===== config.mk =====
export PLATFORM = sky130hd
export DESIGN_NAME = adc_sequencer_window_detect
export DESIGN_NICKNAME = d
export VERILOG_FILES = /design/src/design/adc_seq_pkg.sv /design/src/design/sar_clock_divider.sv /design/src/design/window_compare.sv /design/src/design/adc_sequencer_window_detect.sv
export SDC_FILE = /design/constraint.sdc
export NUM_CORES = 1
export LEC_CHECK = 0
export BUFFER_PORTS_ARGS = -buffer_cell sky130_fd_sc_hd__buf_2
export CAP_MARGIN = 30
export CELL_PAD_IN_SITES_DETAIL_PLACEMENT = 0
export CELL_PAD_IN_SITES_GLOBAL_PLACEMENT = 1
export CORE_ASPECT_RATIO = 1.2
export CORE_UTILIZATION = 42
export CTS_CLUSTER_SIZE = 14
export DETAILED_ROUTE_END_ITERATION = 8
export PLACE_DENSITY = 0.82
export REMOVE_ABC_BUFFERS = 1
export SLEW_MARGIN = 20
export SYNTH_ARGS = -nofsm -noshare
export SYNTH_HDL_FRONTEND = slang
export SYNTH_SLANG_ARGS = --single-unit

===== constraint.sdc =====
create_clock -name clk -period 2.1 [get_ports clk]
set_input_delay 0.42 -clock clk [delete_from_list [all_inputs] [get_ports clk]]
set_output_delay 0.42 -clock clk [all_outputs]
set_load 0.01 [all_outputs]

===== src/design/adc_seq_pkg.sv =====
package adc_seq_pkg;

    // Register addresses on the special function register bus
    localparam logic [7:0] ADDR_NEG_SEL    = 8'hBA;
    localparam logic [7:0] ADDR_CONFIG     = 8'hBC;
    localparam logic [7:0] ADDR_RESULT_LO  = 8'hBD;
    localparam logic [7:0] ADDR_RESULT_HI  = 8'hBE;
    localparam logic [7:0] ADDR_UPPER_LO   = 8'hC3;
    localparam logic [7:0] ADDR_UPPER_HI   = 8'hC4;
    localparam logic [7:0] ADDR_LOWER_LO   = 8'hC5;
    localparam logic [7:0] ADDR_LOWER_HI   = 8'hC6;
    localparam logic [7:0] ADDR_CONTROL    = 8'hE8;

    // Reset values
    localparam logic [7:0] RST_CONFIG      = 8'hF8;
    localparam logic [7:0] RST_ZERO        = 8'h00;
    localparam logic [4:0] RST_NEG_SEL     = 5'h00;

    // Control register bit positions
    localparam int CTL_ENABLE  = 7;
    localparam int CTL_TRACK   = 6;
    localparam int CTL_DONE    = 5;
    localparam int CTL_BUSY    = 4;
    localparam int CTL_WINDOW  = 3;
    localparam int CTL_SRC_HI  = 2;

    // Config register fields and negative input select width
    localparam int CFG_DIV_HI  = 7;
    localparam int CFG_DIV_LO  = 3;
    localparam int CFG_LJST    = 2;
    localparam int NEG_SEL_HI  = 4;

    // Negative input code that selects ground
    localparam logic [4:0] NEG_GROUND = 5'h1F;

    // Start source codes
    localparam logic [2:0] SRC_SOFTWARE = 3'h0;
    localparam logic [2:0] SRC_TIMER0   = 3'h1;
    localparam logic [2:0] SRC_TIMER2   = 3'h2;
    localparam logic [2:0] SRC_TIMER1   = 3'h3;
    localparam logic [2:0] SRC_STROBE   = 3'h4;
    localparam logic [2:0] SRC_TIMER3   = 3'h5;

    // Sequence lengths in SAR clocks
    localparam logic [3:0] TRACK_SAR_CLKS = 4'h3;
    localparam logic [3:0] CONV_SAR_CLKS  = 4'hA;

    // Result widths
    localparam int RES_W  = 10;
    localparam int WORD_W = 16;

    typedef enum logic [2:0] {
        ST_IDLE  = 3'b001,
        ST_TRACK = 3'b010,
        ST_CONV  = 3'b100
    } seq_state_e;

    // One register bus request
    typedef struct packed {
        logic [7:0] addr;
        logic       wr;
        logic       rd;
        logic [7:0] wdata;
    } sfr_req_s;

    // Start trigger inputs
    typedef struct packed {
        logic timer0_ovf;
        logic timer1_ovf;
        logic timer2_ovf;
        logic timer3_ovf;
    } timer_trig_s;

endpackage : adc_seq_pkg


===== src/design/sar_clock_divider.sv =====
`timescale 1ns/1ps
// Emits one system clock pulse per SAR clock period while running.
module sar_clock_divider (
    input  wire logic       clk,
    input  wire logic       rst_n,
    input  wire logic       run,
    input  wire logic [4:0] divider,
    output logic            sar_tick
);

    logic [4:0] cnt_r;

    // Counter restarts when idle so each sequence starts on a full period
    always_ff @(posedge clk or negedge rst_n) begin
        if (!rst_n) begin
            cnt_r <= 5'h00;
        end else if (!run || cnt_r == divider) begin
            cnt_r <= 5'h00;
        end else begin
            cnt_r <= cnt_r + 5'h01;
        end
    end

    assign sar_tick = run && (cnt_r == divider);

endmodule : sar_clock_divider


===== src/design/window_compare.sv =====
`timescale 1ns/1ps
// Compares one formatted result word against the two limit words.
module window_compare (
    input  wire logic [15:0] word,
    input  wire logic [15:0] upper_limit,
    input  wire logic [15:0] lower_limit,
    input  wire logic        is_signed,
    output logic             match
);

    logic above_upper;
    logic below_lower;
    logic lower_gt_upper;

    // Signed compare on differential data, unsigned otherwise
    always_comb begin
        if (is_signed) begin
            above_upper    = $signed(word) > $signed(upper_limit);
            below_lower    = $signed(word) < $signed(lower_limit);
            lower_gt_upper = $signed(lower_limit) > $signed(upper_limit);
        end else begin
            above_upper    = word > upper_limit;
            below_lower    = word < lower_limit;
            lower_gt_upper = lower_limit > upper_limit;
        end
        // Inside window when lower exceeds upper, outside otherwise
        if (lower_gt_upper) begin
            match = above_upper && below_lower;
        end else begin
            match = above_upper || below_lower;
        end
    end

endmodule : window_compare


===== src/design/adc_sequencer_window_detect.sv =====
`timescale 1ns/1ps
// Notes on behaviour
// - SAR clock period is divider field plus one
// - Right justify: high byte sign-extends bit one
// - Left justify: top eight high, two low
// - Enable clear holds converter in shutdown
// - Normal mode tracks except while converting
// - Low-power: track three SAR clocks, then convert
// - Strobe low-power: track while low, convert rising
// - Three-bit field selects the start source
// - Busy write starts only with software source
// - Done flag sets as busy falls
// - Done flag stays set until software clears
// - Window flag sticky until software clears
// - Every result compared against both limits
// - Lower above upper means inside match
// - Upper above lower means outside match
// - Single-ended comparisons are unsigned
// - Differential comparisons are signed
// - Lower limit in two byte registers, reset zero
// - Config bits one and zero read zero
// - Ground negative input means single-ended
// - Conversion takes ten SAR clocks after tracking
module adc_sequencer_window_detect (
    input  wire logic                     clk,
    input  wire logic                     rst_n,
    input  wire adc_seq_pkg::sfr_req_s    sfr_req,
    input  wire adc_seq_pkg::timer_trig_s timer_trig,
    input  wire logic                     external_convert_strobe,
    input  wire logic [9:0]               sar_data_in,
    output logic [7:0]                    sfr_rdata_r,
    output logic                          converter_on_r,
    output logic                          track_en_r,
    output logic                          convert_active_r,
    output logic                          sar_conversion_clock_r
);

    // Software-visible state
    logic                    converter_enable_r;
    logic                    track_mode_select_r;
    logic                    conversion_done_flag_r;
    logic                    window_match_flag_r;
    logic [2:0]              start_source_select_r;
    logic [4:0]              sar_clock_divider_r;
    logic                    left_justify_select_r;
    logic [4:0]              negative_input_select_r;
    logic [7:0]              result_high_byte_r;
    logic [7:0]              result_low_byte_r;
    logic [7:0]              window_upper_bound_high_r;
    logic [7:0]              window_upper_bound_low_r;
    logic [7:0]              window_lower_bound_high_r;
    logic [7:0]              window_lower_bound_low_r;

    // Sequencer state
    adc_seq_pkg::seq_state_e state_r;
    adc_seq_pkg::seq_state_e state_nxt;
    logic [3:0]              sar_cnt_r;
    logic                    strobe_prev_r;

    logic                    sar_tick;
    logic                    strobe_rise;
    logic                    wr_ctl;
    logic                    busy_write;
    logic                    start_trig;
    logic                    track_done;
    logic                    conv_end;
    logic                    differential;
    logic [15:0]             new_word;
    logic                    new_match;

    // Select the start pulse for a source code; reserved codes never fire
    function automatic logic pick_trigger(
        input logic [2:0]               src,
        input logic                     sw,
        input adc_seq_pkg::timer_trig_s t,
        input logic                     rise
    );
        logic hit;
        hit = 1'b0;
        case (src)
            adc_seq_pkg::SRC_SOFTWARE: hit = sw;
            adc_seq_pkg::SRC_TIMER0:   hit = t.timer0_ovf;
            adc_seq_pkg::SRC_TIMER2:   hit = t.timer2_ovf;
            adc_seq_pkg::SRC_TIMER1:   hit = t.timer1_ovf;
            adc_seq_pkg::SRC_STROBE:   hit = rise;
            adc_seq_pkg::SRC_TIMER3:   hit = t.timer3_ovf;
            default:                   hit = 1'b0;
        endcase
        return hit;
    endfunction : pick_trigger

    // Arrange a raw result into the sixteen-bit register word
    function automatic logic [15:0] format_result(
        input logic [9:0] raw,
        input logic       left
    );
        logic [15:0] w;
        w = 16'h0000;
        if (left) begin
            w = {raw, 6'h00};
        end else begin
            w = {{6{raw[9]}}, raw};
        end
        return w;
    endfunction : format_result

    sar_clock_divider u_div (
        .clk     (clk),
        .rst_n   (rst_n),
        .run     (state_r != adc_seq_pkg::ST_IDLE),
        .divider (sar_clock_divider_r),
        .sar_tick(sar_tick)
    );

    // Ground on the negative input means single-ended, unsigned data
    assign differential =
        negative_input_select_r != adc_seq_pkg::NEG_GROUND;
    assign new_word = format_result(sar_data_in, left_justify_select_r);

    window_compare u_win (
        .word       (new_word),
        .upper_limit({window_upper_bound_high_r, window_upper_bound_low_r}),
        .lower_limit({window_lower_bound_high_r, window_lower_bound_low_r}),
        .is_signed  (differential),
        .match      (new_match)
    );

    // Trigger decode; inputs are synchronous so one flop finds the edge
    assign wr_ctl      = sfr_req.wr && sfr_req.addr == adc_seq_pkg::ADDR_CONTROL;
    assign busy_write  = wr_ctl && sfr_req.wdata[adc_seq_pkg::CTL_BUSY];
    assign strobe_rise = external_convert_strobe && !strobe_prev_r;
    assign start_trig  = converter_enable_r && pick_trigger(
        start_source_select_r, busy_write, timer_trig, strobe_rise);
    assign track_done  = sar_tick
                         && sar_cnt_r == adc_seq_pkg::TRACK_SAR_CLKS - 4'h1;
    assign conv_end    = state_r == adc_seq_pkg::ST_CONV && sar_tick
                         && sar_cnt_r == adc_seq_pkg::CONV_SAR_CLKS - 4'h1;

    // Next state; triggers only matter from idle, so a busy block ignores them
    always_comb begin
        state_nxt = state_r;
        case (state_r)
            adc_seq_pkg::ST_IDLE: begin
                if (start_trig) begin
                    if (track_mode_select_r
                        && start_source_select_r != adc_seq_pkg::SRC_STROBE) begin
                        state_nxt = adc_seq_pkg::ST_TRACK;
                    end else begin
                        state_nxt = adc_seq_pkg::ST_CONV;
                    end
                end
            end
            adc_seq_pkg::ST_TRACK: begin
                if (track_done) begin
                    state_nxt = adc_seq_pkg::ST_CONV;
                end
            end
            adc_seq_pkg::ST_CONV: begin
                if (conv_end) begin
                    state_nxt = adc_seq_pkg::ST_IDLE;
                end
            end
            default: state_nxt = adc_seq_pkg::ST_IDLE;
        endcase
        if (!converter_enable_r) begin
            state_nxt = adc_seq_pkg::ST_IDLE;
        end
    end

    // State register and edge history
    always_ff @(posedge clk or negedge rst_n) begin
        if (!rst_n) begin
            state_r       <= adc_seq_pkg::ST_IDLE;
            strobe_prev_r <= 1'b0;
        end else begin
            state_r       <= state_nxt;
            strobe_prev_r <= external_convert_strobe;
        end
    end

    // SAR clock count within the current phase, cleared on every change
    always_ff @(posedge clk or negedge rst_n) begin
        if (!rst_n) begin
            sar_cnt_r <= 4'h0;
        end else if (state_nxt != state_r) begin
            sar_cnt_r <= 4'h0;
        end else if (sar_tick) begin
            sar_cnt_r <= sar_cnt_r + 4'h1;
        end
    end

    // Control register fields that software simply stores
    always_ff @(posedge clk or negedge rst_n) begin
        if (!rst_n) begin
            converter_enable_r    <= 1'b0;
            track_mode_select_r   <= 1'b0;
            start_source_select_r <= 3'h0;
        end else if (wr_ctl) begin
            converter_enable_r    <= sfr_req.wdata[adc_seq_pkg::CTL_ENABLE];
            track_mode_select_r   <= sfr_req.wdata[adc_seq_pkg::CTL_TRACK];
            start_source_select_r <=
                sfr_req.wdata[adc_seq_pkg::CTL_SRC_HI:0];
        end
    end

    // Done flag: hardware set beats a software clear in the same cycle
    always_ff @(posedge clk or negedge rst_n) begin
        if (!rst_n) begin
            conversion_done_flag_r <= 1'b0;
        end else if (conv_end) begin
            conversion_done_flag_r <= 1'b1;
        end else if (wr_ctl) begin
            conversion_done_flag_r <=
                sfr_req.wdata[adc_seq_pkg::CTL_DONE];
        end
    end

    // Window flag: set on a matching result, cleared only by software
    always_ff @(posedge clk or negedge rst_n) begin
        if (!rst_n) begin
            window_match_flag_r <= 1'b0;
        end else if (conv_end && new_match) begin
            window_match_flag_r <= 1'b1;
        end else if (wr_ctl) begin
            window_match_flag_r <=
                sfr_req.wdata[adc_seq_pkg::CTL_WINDOW];
        end
    end

    // Result bytes load on the edge where busy falls, together with the done flag
    always_ff @(posedge clk or negedge rst_n) begin
        if (!rst_n) begin
            result_high_byte_r <= adc_seq_pkg::RST_ZERO;
            result_low_byte_r  <= adc_seq_pkg::RST_ZERO;
        end else if (conv_end) begin
            result_high_byte_r <= new_word[15:8];
            result_low_byte_r  <= new_word[7:0];
        end else if (sfr_req.wr) begin
            if (sfr_req.addr == adc_seq_pkg::ADDR_RESULT_HI) begin
                result_high_byte_r <= sfr_req.wdata;
            end else if (sfr_req.addr == adc_seq_pkg::ADDR_RESULT_LO) begin
                result_low_byte_r <= sfr_req.wdata;
            end
        end
    end

    // Configuration, input select and limit registers
    always_ff @(posedge clk or negedge rst_n) begin
        if (!rst_n) begin
            sar_clock_divider_r <=
                adc_seq_pkg::RST_CONFIG[adc_seq_pkg::CFG_DIV_HI:
                                        adc_seq_pkg::CFG_DIV_LO];
            left_justify_select_r <=
                adc_seq_pkg::RST_CONFIG[adc_seq_pkg::CFG_LJST];
            negative_input_select_r   <= adc_seq_pkg::RST_NEG_SEL;
            window_upper_bound_high_r <= adc_seq_pkg::RST_ZERO;
            window_upper_bound_low_r  <= adc_seq_pkg::RST_ZERO;
            window_lower_bound_high_r <= adc_seq_pkg::RST_ZERO;
            window_lower_bound_low_r  <= adc_seq_pkg::RST_ZERO;
        end else if (sfr_req.wr) begin
            if (sfr_req.addr == adc_seq_pkg::ADDR_CONFIG) begin
                sar_clock_divider_r <=
                    sfr_req.wdata[adc_seq_pkg::CFG_DIV_HI:
                                  adc_seq_pkg::CFG_DIV_LO];
                left_justify_select_r <=
                    sfr_req.wdata[adc_seq_pkg::CFG_LJST];
            end else if (sfr_req.addr == adc_seq_pkg::ADDR_NEG_SEL) begin
                negative_input_select_r <=
                    sfr_req.wdata[adc_seq_pkg::NEG_SEL_HI:0];
            end else if (sfr_req.addr == adc_seq_pkg::ADDR_UPPER_HI) begin
                window_upper_bound_high_r <= sfr_req.wdata;
            end else if (sfr_req.addr == adc_seq_pkg::ADDR_UPPER_LO) begin
                window_upper_bound_low_r <= sfr_req.wdata;
            end else if (sfr_req.addr == adc_seq_pkg::ADDR_LOWER_HI) begin
                window_lower_bound_high_r <= sfr_req.wdata;
            end else if (sfr_req.addr == adc_seq_pkg::ADDR_LOWER_LO) begin
                window_lower_bound_low_r <= sfr_req.wdata;
            end
        end
    end

    // Read data registered one cycle after the read strobe; unmapped reads 0
    always_ff @(posedge clk or negedge rst_n) begin
        if (!rst_n) begin
            sfr_rdata_r <= adc_seq_pkg::RST_ZERO;
        end else if (!sfr_req.rd) begin
            sfr_rdata_r <= adc_seq_pkg::RST_ZERO;
        end else if (sfr_req.addr == adc_seq_pkg::ADDR_CONTROL) begin
            sfr_rdata_r <= {converter_enable_r, track_mode_select_r,
                            conversion_done_flag_r,
                            state_r != adc_seq_pkg::ST_IDLE,
                            window_match_flag_r, start_source_select_r};
        end else if (sfr_req.addr == adc_seq_pkg::ADDR_CONFIG) begin
            sfr_rdata_r <= {sar_clock_divider_r, left_justify_select_r,
                            2'b00};
        end else if (sfr_req.addr == adc_seq_pkg::ADDR_NEG_SEL) begin
            sfr_rdata_r <= {3'h0, negative_input_select_r};
        end else if (sfr_req.addr == adc_seq_pkg::ADDR_RESULT_HI) begin
            sfr_rdata_r <= result_high_byte_r;
        end else if (sfr_req.addr == adc_seq_pkg::ADDR_RESULT_LO) begin
            sfr_rdata_r <= result_low_byte_r;
        end else if (sfr_req.addr == adc_seq_pkg::ADDR_UPPER_HI) begin
            sfr_rdata_r <= window_upper_bound_high_r;
        end else if (sfr_req.addr == adc_seq_pkg::ADDR_UPPER_LO) begin
            sfr_rdata_r <= window_upper_bound_low_r;
        end else if (sfr_req.addr == adc_seq_pkg::ADDR_LOWER_HI) begin
            sfr_rdata_r <= window_lower_bound_high_r;
        end else if (sfr_req.addr == adc_seq_pkg::ADDR_LOWER_LO) begin
            sfr_rdata_r <= window_lower_bound_low_r;
        end else begin
            sfr_rdata_r <= adc_seq_pkg::RST_ZERO;
        end
    end

    // Analog control levels; track and convert are registered from the next state so they
    // line up with the state register, while on and tick lag their sources by one clock
    always_ff @(posedge clk or negedge rst_n) begin
        if (!rst_n) begin
            converter_on_r         <= 1'b0;
            track_en_r             <= 1'b0;
            convert_active_r       <= 1'b0;
            sar_conversion_clock_r <= 1'b0;
        end else begin
            converter_on_r   <= converter_enable_r;
            convert_active_r <= state_nxt == adc_seq_pkg::ST_CONV;
            sar_conversion_clock_r <= sar_tick;
            if (!converter_enable_r) begin
                track_en_r <= 1'b0;
            end else if (!track_mode_select_r) begin
                track_en_r <= state_nxt != adc_seq_pkg::ST_CONV;
            end else if (start_source_select_r
                         == adc_seq_pkg::SRC_STROBE) begin
                track_en_r <= state_nxt == adc_seq_pkg::ST_IDLE
                              && !external_convert_strobe;
            end else begin
                track_en_r <= state_nxt == adc_seq_pkg::ST_TRACK;
            end
        end
    end

endmodule : adc_sequencer_window_detect


==> out/results.ini, run 1 <==
[logic_synthesis]
synth_ff_type = dfrtp_1
syn_area_um2 = 5770
synth.area.top_cells = dfrtp_1, ha_1, nand2_1
yosysWarnings = 0
avgSynthCellArea_um2 = 9.20
synth_top_cell_by_area = dfrtp_1
syn_inst = 627
synth-edff-count = 0
async_reset_ff_share_pct = 100
ys_ff_latch = 91
synth_seq_area_share_pct = 39.6
netlist.area_leader.share_pct = 36.9
synth_cell_types = 66

[detailed_routing]
via_per_inst = 5.76
route.vias.total = 5222
routed_wirelength_um = 18500
first_iter_violations = 374
ant_nets = 0
first_pass_iters = 5
drc = 0
wire_per_inst_um = 20.4

[floorplanning]
rows = 46
start_util_pct = 43.4
die-area_um2 = 14200
fp.coreArea_um2 = 13300
fp.dieW_um = 109
ios = 47
die_h_um = 130

[global_routing]
first_global_vias = 5488
grt_antenna_before_repair = 0
grt_max_degree = 65
overflow = 0
grt_usage_pct = 27.6
met1_usage_pct = 30.9
grt_pass1_wl_um = 28800
use_met3_pct = 4.51
top_usage_layer = met2
use_met2_pct = 50.0

[cells_and_area]
diodes = 0
nFillCells = 1263
nNetsFinal = 819
final_cell_mix = dfrtp_1, nand2_1, buf_4
drive_gt1_share_pct = 25.3
finalCoreUtilization_pct = 53.1
area_growth_pct = 22.4
final_common_cell = dfrtp_1

[timing]
setup-violations-final = 1
period_share_pct = 113
fin_crit_ns = 2.38
hold_viol = 6
rsz0062_at_grt = true
setup_ws_ns = -0.279
tightest_slew_ns = 0.418
finClkSkew_ns = 0.0107
fmax_mhz = 420
relSlewSlack_pct = 71.8
drv_slew = 0
whs_ns = -0.00261

[critical_path]
path_delay_family = compound AO/OA/AOI/OAI gates
crit_slowest_cell = dfrtp_2
path_cells = buf_6, mux2_4, buf_6, ha_4, nand4_1, buf_4, o41a_1, o21ai_1, maj3_2, o21ai_2
critPathMaxFanout = 7
cpMostUsedCell = buf_6
setup.worst_path.start_class = register
ff2ff_path_depth = 10
worstPathArrival_ns = 2.61
slowest_delay_ns = 0.46
crit_path_end_kind = register
crit_cells = 10
crit_type = register to register
crit_buf_inv = 3
worstPathRequired_ns = 2.33

[power_and_ir_drop]
power.total_mw = 4.45
pwr_density_cell_nw_per_um2 = 631
ir_drop_v = 0.000453
leakage_nw = 3.47

[cts]
cts_buffers = 9
clock-root-buffer = clkbuf_16
hold_buffers = 0
cts_buffer_depth = 2
worstSkewPairLatency_ns = 0.35
cts.clk_slew.worst_paths_ns = 0.06
htree_levels = 3
cts_tree = done
clkSinkCount = 91

[place]
hpwl_um = 14500
portBuffers = 46
gp_congestion = 0.998

[status]
status = finished, violations left
violations = negative hold slack, negative setup slack

[hold_path]
hold_class = input pin to asynchronous set/reset pin

[job]
maxCapViolations = 0

## layer usage
metal	vias up	part of all wire, %
met3	55	3.8
met5	-	0
met2	158	52
li1	2451	-
met1	2558	40
met4	0	4.4
## logic make-up after synthesis
family / share of synthesized area, %
AND/OR/NAND/NOR: 18.9
AO/OA/AOI/OAI: 16.7
flip-flops: 39.6
buffers and inverters: 4.90
adder cells (fa/ha/maj): 11.2
multiplexers: 6.85
XOR/XNOR: 1.82
## where the power goes
| group | total (mW) | switching (mW) | internal [mW] |
|---|---|---|---|
| Sequential | 1.93 | 0.0771 | 1.86 |
| Combinational | 0.887 | 0.505 | 0.382 |
| Clock | 1.63 | 0.678 | 0.953 |
## Yosys cell counts, types with 11 or more instances
| cell type | count |
|---|---|
| dfrtp_1 | 85 |
| nand2_1 | 76 |
| ha_1 | 51 |
| inv_1 | 41 |
| a21oi_1 | 37 |
| nor2_1 | 32 |
| nand3_1 | 31 |
| o21ai_0 | 31 |
| o21ai_1 | 22 |
| mux2_2 | 16 |
| mux2_1 | 12 |
| buf_2 | 11 |
| o21a_1 | 11 |
## stage by stage
step / cells / worst slack, ns / TNS [ns] / hold slack (ns) / area [um^2]
after CTS: 904 / -0.276 / -0.276 / 0.00610 / 6980
final: 906 / -0.279 / -0.279 / -0.00261 / 7060
after floorplan: 599 / -0.349 / -3.19 / 0.124 / 5640
after global placement: 886 / -0.358 / -0.358 / 0.372 / 6650
after detailed placement: 886 / -0.400 / -0.448 / 0.374 / 6650
after global routing: 906 / -0.379 / -0.384 / 0.0197 / 7060
## flip-flops by register name, summed over array words and instances, names as in the netlist, 3 cells and up
name                       cells
negative_input_select_r        5
result_high_byte_r             8
result_low_byte_r              8
sar_clock_divider_r            5
sar_cnt_r                      4
sfr_rdata_r                    8
start_source_select_r          3
state_r                        3
u_div.cnt_r                    5
window_lower_bound_high_r      8
window_lower_bound_low_r       8
window_upper_bound_high_r      8
window_upper_bound_low_r       8
## final timing paths
| check | start | endpoint | slack [ns] |
|---|---|---|---|
| max | left_justify_select_r | window_match_flag_r | -0.28 |
| min | rst_n | negative_input_select_r[0] | -0.003 |
| max reg2reg | left_justify_select_r | window_match_flag_r | -0.28 |
| min reg2reg | conversion_done_flag_r | conversion_done_flag_r | 0.52 |
| max in group asynchronous | rst_n | sar_clock_divider_r[1] | 1.40 |
| min in group clk | external_convert_strobe | strobe_prev_r | 0.23 |
## layout make-up
class                   count  area (um^2)  area share, %
multi-input cells         466         3280           46.5
flip-flops and latches     91         2290           32.4
repair buffers            123          832           11.8
clock buffers              13          250           3.54
well taps                 168          210           2.98
inverters                  42          158           2.23
clock inverters             3         40.0          0.567
## what timing repair did
| item | CTS | global route |
|---|---|---|
| cloned | 1 | 0 |
| endpoints found under the setup margin | 1 | 5 |
| resized for setup | 7 | 12 |
| pin swaps | 4 | 9 |
| hold endpoints to repair | 0 | 0 |
| setup buffers | 1 | 2 |
Power figures use the tool's default switching activity.
==> inputs of run 2 (changes only) <==
- CORE_MARGIN: not set -> 4
==> run 2 against run 1 <==
Compared with the run above:
- the flow finishes with violations (negative setup slack)
- critical path depth is 1 higher
- wire length is 4.7% higher
- maximum frequency is 0.86% higher
- register-to-register slack better by 0.02 ns
- via count is 0.57% higher
- largest cell class unchanged
==> out/results.ini, run 2 (synthesis results as in run 1) <==
[timing]
finClkSkew_ns = 0.00928
drv_slew = 0
whs_ns = 0.0778
setup_ws_ns = -0.258
period_share_pct = 112
fin_crit_ns = 2.36
setup_tns_ns = -0.258
fmax_mhz = 424
setup-violations-final = 1
tightest_slew_ns = 0.618
hold_viol = 0
relSlewSlack_pct = 58.8
rsz0062_at_grt = true

[cts]
clock-root-buffer = clkbuf_16
cts.clk_slew.worst_paths_ns = 0.06
cts_tree = done
clkSinkCount = 91
htree_levels = 3
cts_buffers = 9
worstSkewPairLatency_ns = 0.35
hold_buffers = 0
cts_buffer_depth = 2

[floorplanning]
fp.coreArea_um2 = 13400
fp.dieW_um = 115
rows = 46
start_util_pct = 43.2
ios = 47
die-area_um2 = 15700
die_h_um = 136

[detailed_routing]
routed_wirelength_um = 19300
via_per_inst = 5.76
first_iter_violations = 349
wire_per_inst_um = 21.2
ant_nets = 0
route.vias.total = 5252
first_pass_iters = 5
drc = 0

[place]
portBuffers = 46
gp_congestion = 0.952
pre_cts_slack_ns = -0.402
placed_cell_area_um2 = 6700
hpwl_um = 14700

[global_routing]
grt_max_degree = 42
grt_pass1_wl_um = 29800
grt_usage_pct = 25.3
grt_antenna_before_repair = 0
overflow = 0
first_global_vias = 5537

[status]
violations = negative setup slack
status = finished, violations left

[critical_path]
crit_start = left_justify_select_r
crit_path_end_kind = register
path_cells = buf_6, mux2_4, buf_6, ha_4, nand2_2, a21oi_2, o41ai_2, a21oi_1, o31ai_1, maj3_2, o21ai_2
cpMostUsedCell = buf_6
r2r-start = left_justify_select_r
critPathMaxFanout = 6
setup.worst_path.start_class = register
ff2ff_path_depth = 11
worstPathRequired_ns = 2.38
crit_type = register to register
r2r-end = window_match_flag_r
r2r_setup_slack_ns = -0.26
slowest_delay_ns = 0.47
worstPathArrival_ns = 2.64
crit_slowest_cell = dfrtp_2
crit_end = window_match_flag_r

[cells_and_area]
diodes = 0
drive_gt1_share_pct = 30.0
final_cell_mix = dfrtp_1, buf_4, nand2_1
finalCoreUtilization_pct = 54.9
area_growth_pct = 27.2
nNetsFinal = 825
stdcell_area_um2 = 7340
final_common_cell = dfrtp_1

[job]
maxCapViolations = 0

[power_and_ir_drop]
pwr_density_cell_nw_per_um2 = 613
ir_drop_v = 0.000344
leakage_nw = 3.53

[hold_path]
hold_class = input pin to asynchronous set/reset pin

run 2: changes by cell type in the layout (fill, tap and decap cells not counted), sizes merged:
cell / previous run / this run
clkbuf: 13 / 14
buf: 123 / 129
bufinv: 1 / 0
run 2: worst min-delay path by stage:
stage                      from                      to  slack, ns  depth (start not counted)
after detailed placement  rst_n              track_en_r       0.46                          1
final                     rst_n           strobe_prev_r       0.08                          1
after CTS                 rst_n        convert_active_r       0.08                          1
after global routing      rst_n          converter_on_r       0.11                          1
after global placement    rst_n           strobe_prev_r       0.46                          1
after floorplan           rst_n  conversion_done_flag_r       0.12                          0
run 2: area by class of cell:
cell class                      count  area [um^2]
Clock buffer                       14          274
Tap cell                          168          210
Timing Repair Buffer              129          912
Inverter                           42          158
Multi-Input combinational cell    466         3490
Fill cell                        1250         6020
Clock inverter                      2         10.0
Sequential cell                    91         2290
run 2: worst max-delay path, delay by kind of cell (launching register included):
kind / cells / cell delay (ns)
adder cells (fa/ha/maj): 2 / 0.59
buffers and inverters: 2 / 0.27
AND/OR/NAND/NOR: 1 / 0.06
multiplexers: 1 / 0.32
flip-flops: 1 / 0.47
AO/OA/AOI/OAI: 5 / 0.58
run 2: per-stage QoR:
step | std cells | power (mW)
global route | 912 | 4.70
CTS | 911 | 4.49
finish | 912 | 4.50
floorplan | 599 | 2.39
global placement | 889 | 2.80
detailed placement | 889 | 2.83
run 2: power by group:
part / total [mW] / internal (mW) / leakage (nW) / switching [mW]
registers: 1.93 / 1.86 / 1.08 / 0.0760
clock network: 1.58 / 0.897 / 0.143 / 0.687
logic: 0.978 / 0.434 / 2.30 / 0.544
total: 4.50 / 3.19 / 3.53 / 1.31
run 2: timing repair:
item / 4_1_cts / 5_1_grt
pin swaps: 11 / 9
gates resized for setup: 46 / 12
cloned: 1 / 0
setup buffers: 5 / 1
endpoints found under the setup margin: 1 / 5
run 2: per-layer routing:
metal	track usage [%]	routed length (um)	up-vias
met3	4.45	894	68
met5	0	0	-
li1	-	-	2470
met4	16.1	1290	0
met1	29.1	7660	2534
met2	43.2	9480	180
==> inputs of run 3 (changes only) <==
- PLACE_DENSITY: 0.82 -> not set
- PLACE_DENSITY_LB_ADDON: not set -> 0.1
==> run 3 against run 2 <==
Compared with the run above:
- the run still ends with negative setup slack left
- combinational power shrank 3.0%
- clock power increased by 15%
- sequential cell count stayed put
- sequential share of layout area decreased by 0.26 points
- register-to-register slack about the same
- largest power group unchanged
==> out/results.ini, run 3 (synthesis results as in run 1) <==
[floorplanning]
fp.coreArea_um2 = 13400
start_util_pct = 43.2
die-area_um2 = 15700
fp.dieW_um = 115
ios = 47
rows = 46
die_h_um = 136

[cells_and_area]
area_growth_pct = 28.2
final_cell_mix = buf_4, dfrtp_1, nand2_1
final_cells = 927
drive_gt1_share_pct = 29.9
stdcell_area_um2 = 7390
final_common_cell = buf_4
nNetsFinal = 840
diodes = 0

[cts]
cts_buffers = 9
worstSkewPairLatency_ns = 0.35
clkSinkCount = 91
clock-root-buffer = clkbuf_16
htree_levels = 3
cts_tree = done
cts.clk_slew.worst_paths_ns = 0.07
cts_buffer_depth = 2

[global_routing]
grt_max_degree = 39
grt_pass1_wl_um = 30100
grt_usage_pct = 25.7
overflow = 0
grt_antenna_before_repair = 0
first_global_vias = 5453

[place]
gp_congestion = 0.914
place_inst = 908
placed_cell_area_um2 = 6840
portBuffers = 46
hpwl_um = 15300

[critical_path]
ff2ff_path_depth = 10
r2r_setup_slack_ns = -0.25
r2r-start = left_justify_select_r
crit_path_end_kind = register
critPathMaxFanout = 7
crit_type = register to register
slowest_delay_ns = 0.45
setup.worst_path.start_class = register
path_cells = buf_4, mux2_2, ha_1, nand2_2, a21oi_2, o41ai_2, a21oi_1, o31ai_2, maj3_2, o21ai_1
r2r-end = window_match_flag_r
worstPathRequired_ns = 2.38
crit_slowest_cell = dfrtp_2
path_delay_family = compound AO/OA/AOI/OAI gates
worstPathArrival_ns = 2.63
crit_buf_inv = 1

[detailed_routing]
via_per_inst = 5.62
ant_nets = 0
route.vias.total = 5209
drc = 0
first_iter_violations = 313
wire_per_inst_um = 20.8
first_pass_iters = 6
routed_wirelength_um = 19300

[power_and_ir_drop]
pwr_density_cell_nw_per_um2 = 634
ir_drop_v = 0.000459
leakage_nw = 3.62

[timing]
fin_crit_ns = 2.35
period_share_pct = 112
tightest_slew_ns = 0.442
setup_ws_ns = -0.248
relSlewSlack_pct = 70.5
setup-violations-final = 1
rsz0062_at_grt = true
hold_viol = 0
drv_slew = 0
fmax_mhz = 426
finClkSkew_ns = 0.00561

[hold_path]
hold_depth = 1
hold_class = input pin to register
min_from = external_convert_strobe
min_to = strobe_prev_r

[status]
status = finished, violations left
violations = negative setup slack

[job]
maxCapViolations = 0

-- run 3: cell count changes in the layout (fill, tap and decap cells not counted), sizes merged --
cell and delta:
inv +1, buf +14, dlygate4sd3 +1, clkinvlp +1, clkinv -1, clkbuf -3
bufinv +2
-- run 3: per-stage QoR --
step	setup TNS (ns)	utilization [%]	setup slack, ns	hold slack [ns]	total power [mW]
finish	-0.248	55.4	-0.248	0.209	4.69
global route	-0.375	55.4	-0.375	0.203	4.89
CTS	-0.198	54.8	-0.198	0.198	4.70
detailed placement	-1.26	51.3	-0.367	0.297	2.84
global placement	-1.29	51.3	-0.320	0.296	2.83
floorplan	-3.19	-	-0.349	0.124	2.39
-- run 3: repair_timing --
| action | CTS | global route |
|---|---|---|
| pin swaps | 9 | 6 |
| resized for setup | 25 | 14 |
| setup buffers | 2 | 0 |
| hold endpoints to repair | 11 | 0 |
| hold buffers | 1 | 0 |
| gates cloned | 0 | 0 |
| endpoints found under the setup margin | 1 | 5 |
-- run 3: area by class of cell --
type                    count  area, um^2
multi-input cells         466        3400
clock buffers              11         243
inverters                  42         158
clock inverters             5        85.1
fillers                  1219        5960
well taps                 168         210
repair buffers            144        1020
flip-flops and latches     91        2290
-- run 3: worst reg2reg max path, cell delays in order (launching register included) --
cell and delay [ns]:
dfrtp_2 0.45, buf_4 0.14, mux2_2 0.36, ha_1 0.29, nand2_2 0.08, a21oi_2 0.12
o41ai_2 0.08, a21oi_1 0.22, o31ai_2 0.10, maj3_2 0.32, o21ai_1 0.12
-- run 3: worst max path at each step --
stage / startpoint / to / slack (ns) / cells after the start
global route: left_justify_select_r / window_match_flag_r / -0.37 / 10
detailed placement: left_justify_select_r / window_match_flag_r / -0.37 / 10
floorplan: sfr_req[14] / track_en_r / -0.35 / 7
global placement: left_justify_select_r / window_match_flag_r / -0.32 / 10
CTS: left_justify_select_r / window_match_flag_r / -0.20 / 9
finish: left_justify_select_r / window_match_flag_r / -0.25 / 10
-- run 3: power breakdown --
group	switching, mW	internal, mW
clock	0.727	1.08
sequential	0.0740	1.86
combinational	0.523	0.426
total	1.32	3.37
-- run 3: metal layers --
layer  part of all wire [%]  wire (um)  vias to the layer above  GRT usage [%]
li1                       -          -                     2505              -
met1                     41       7850                     2557           31.3
met2                     52      10100                      115           45.7
met3                    3.5        677                       32           2.49
met4                    3.6        692                        0           11.3
met5                      0          0                        -              0
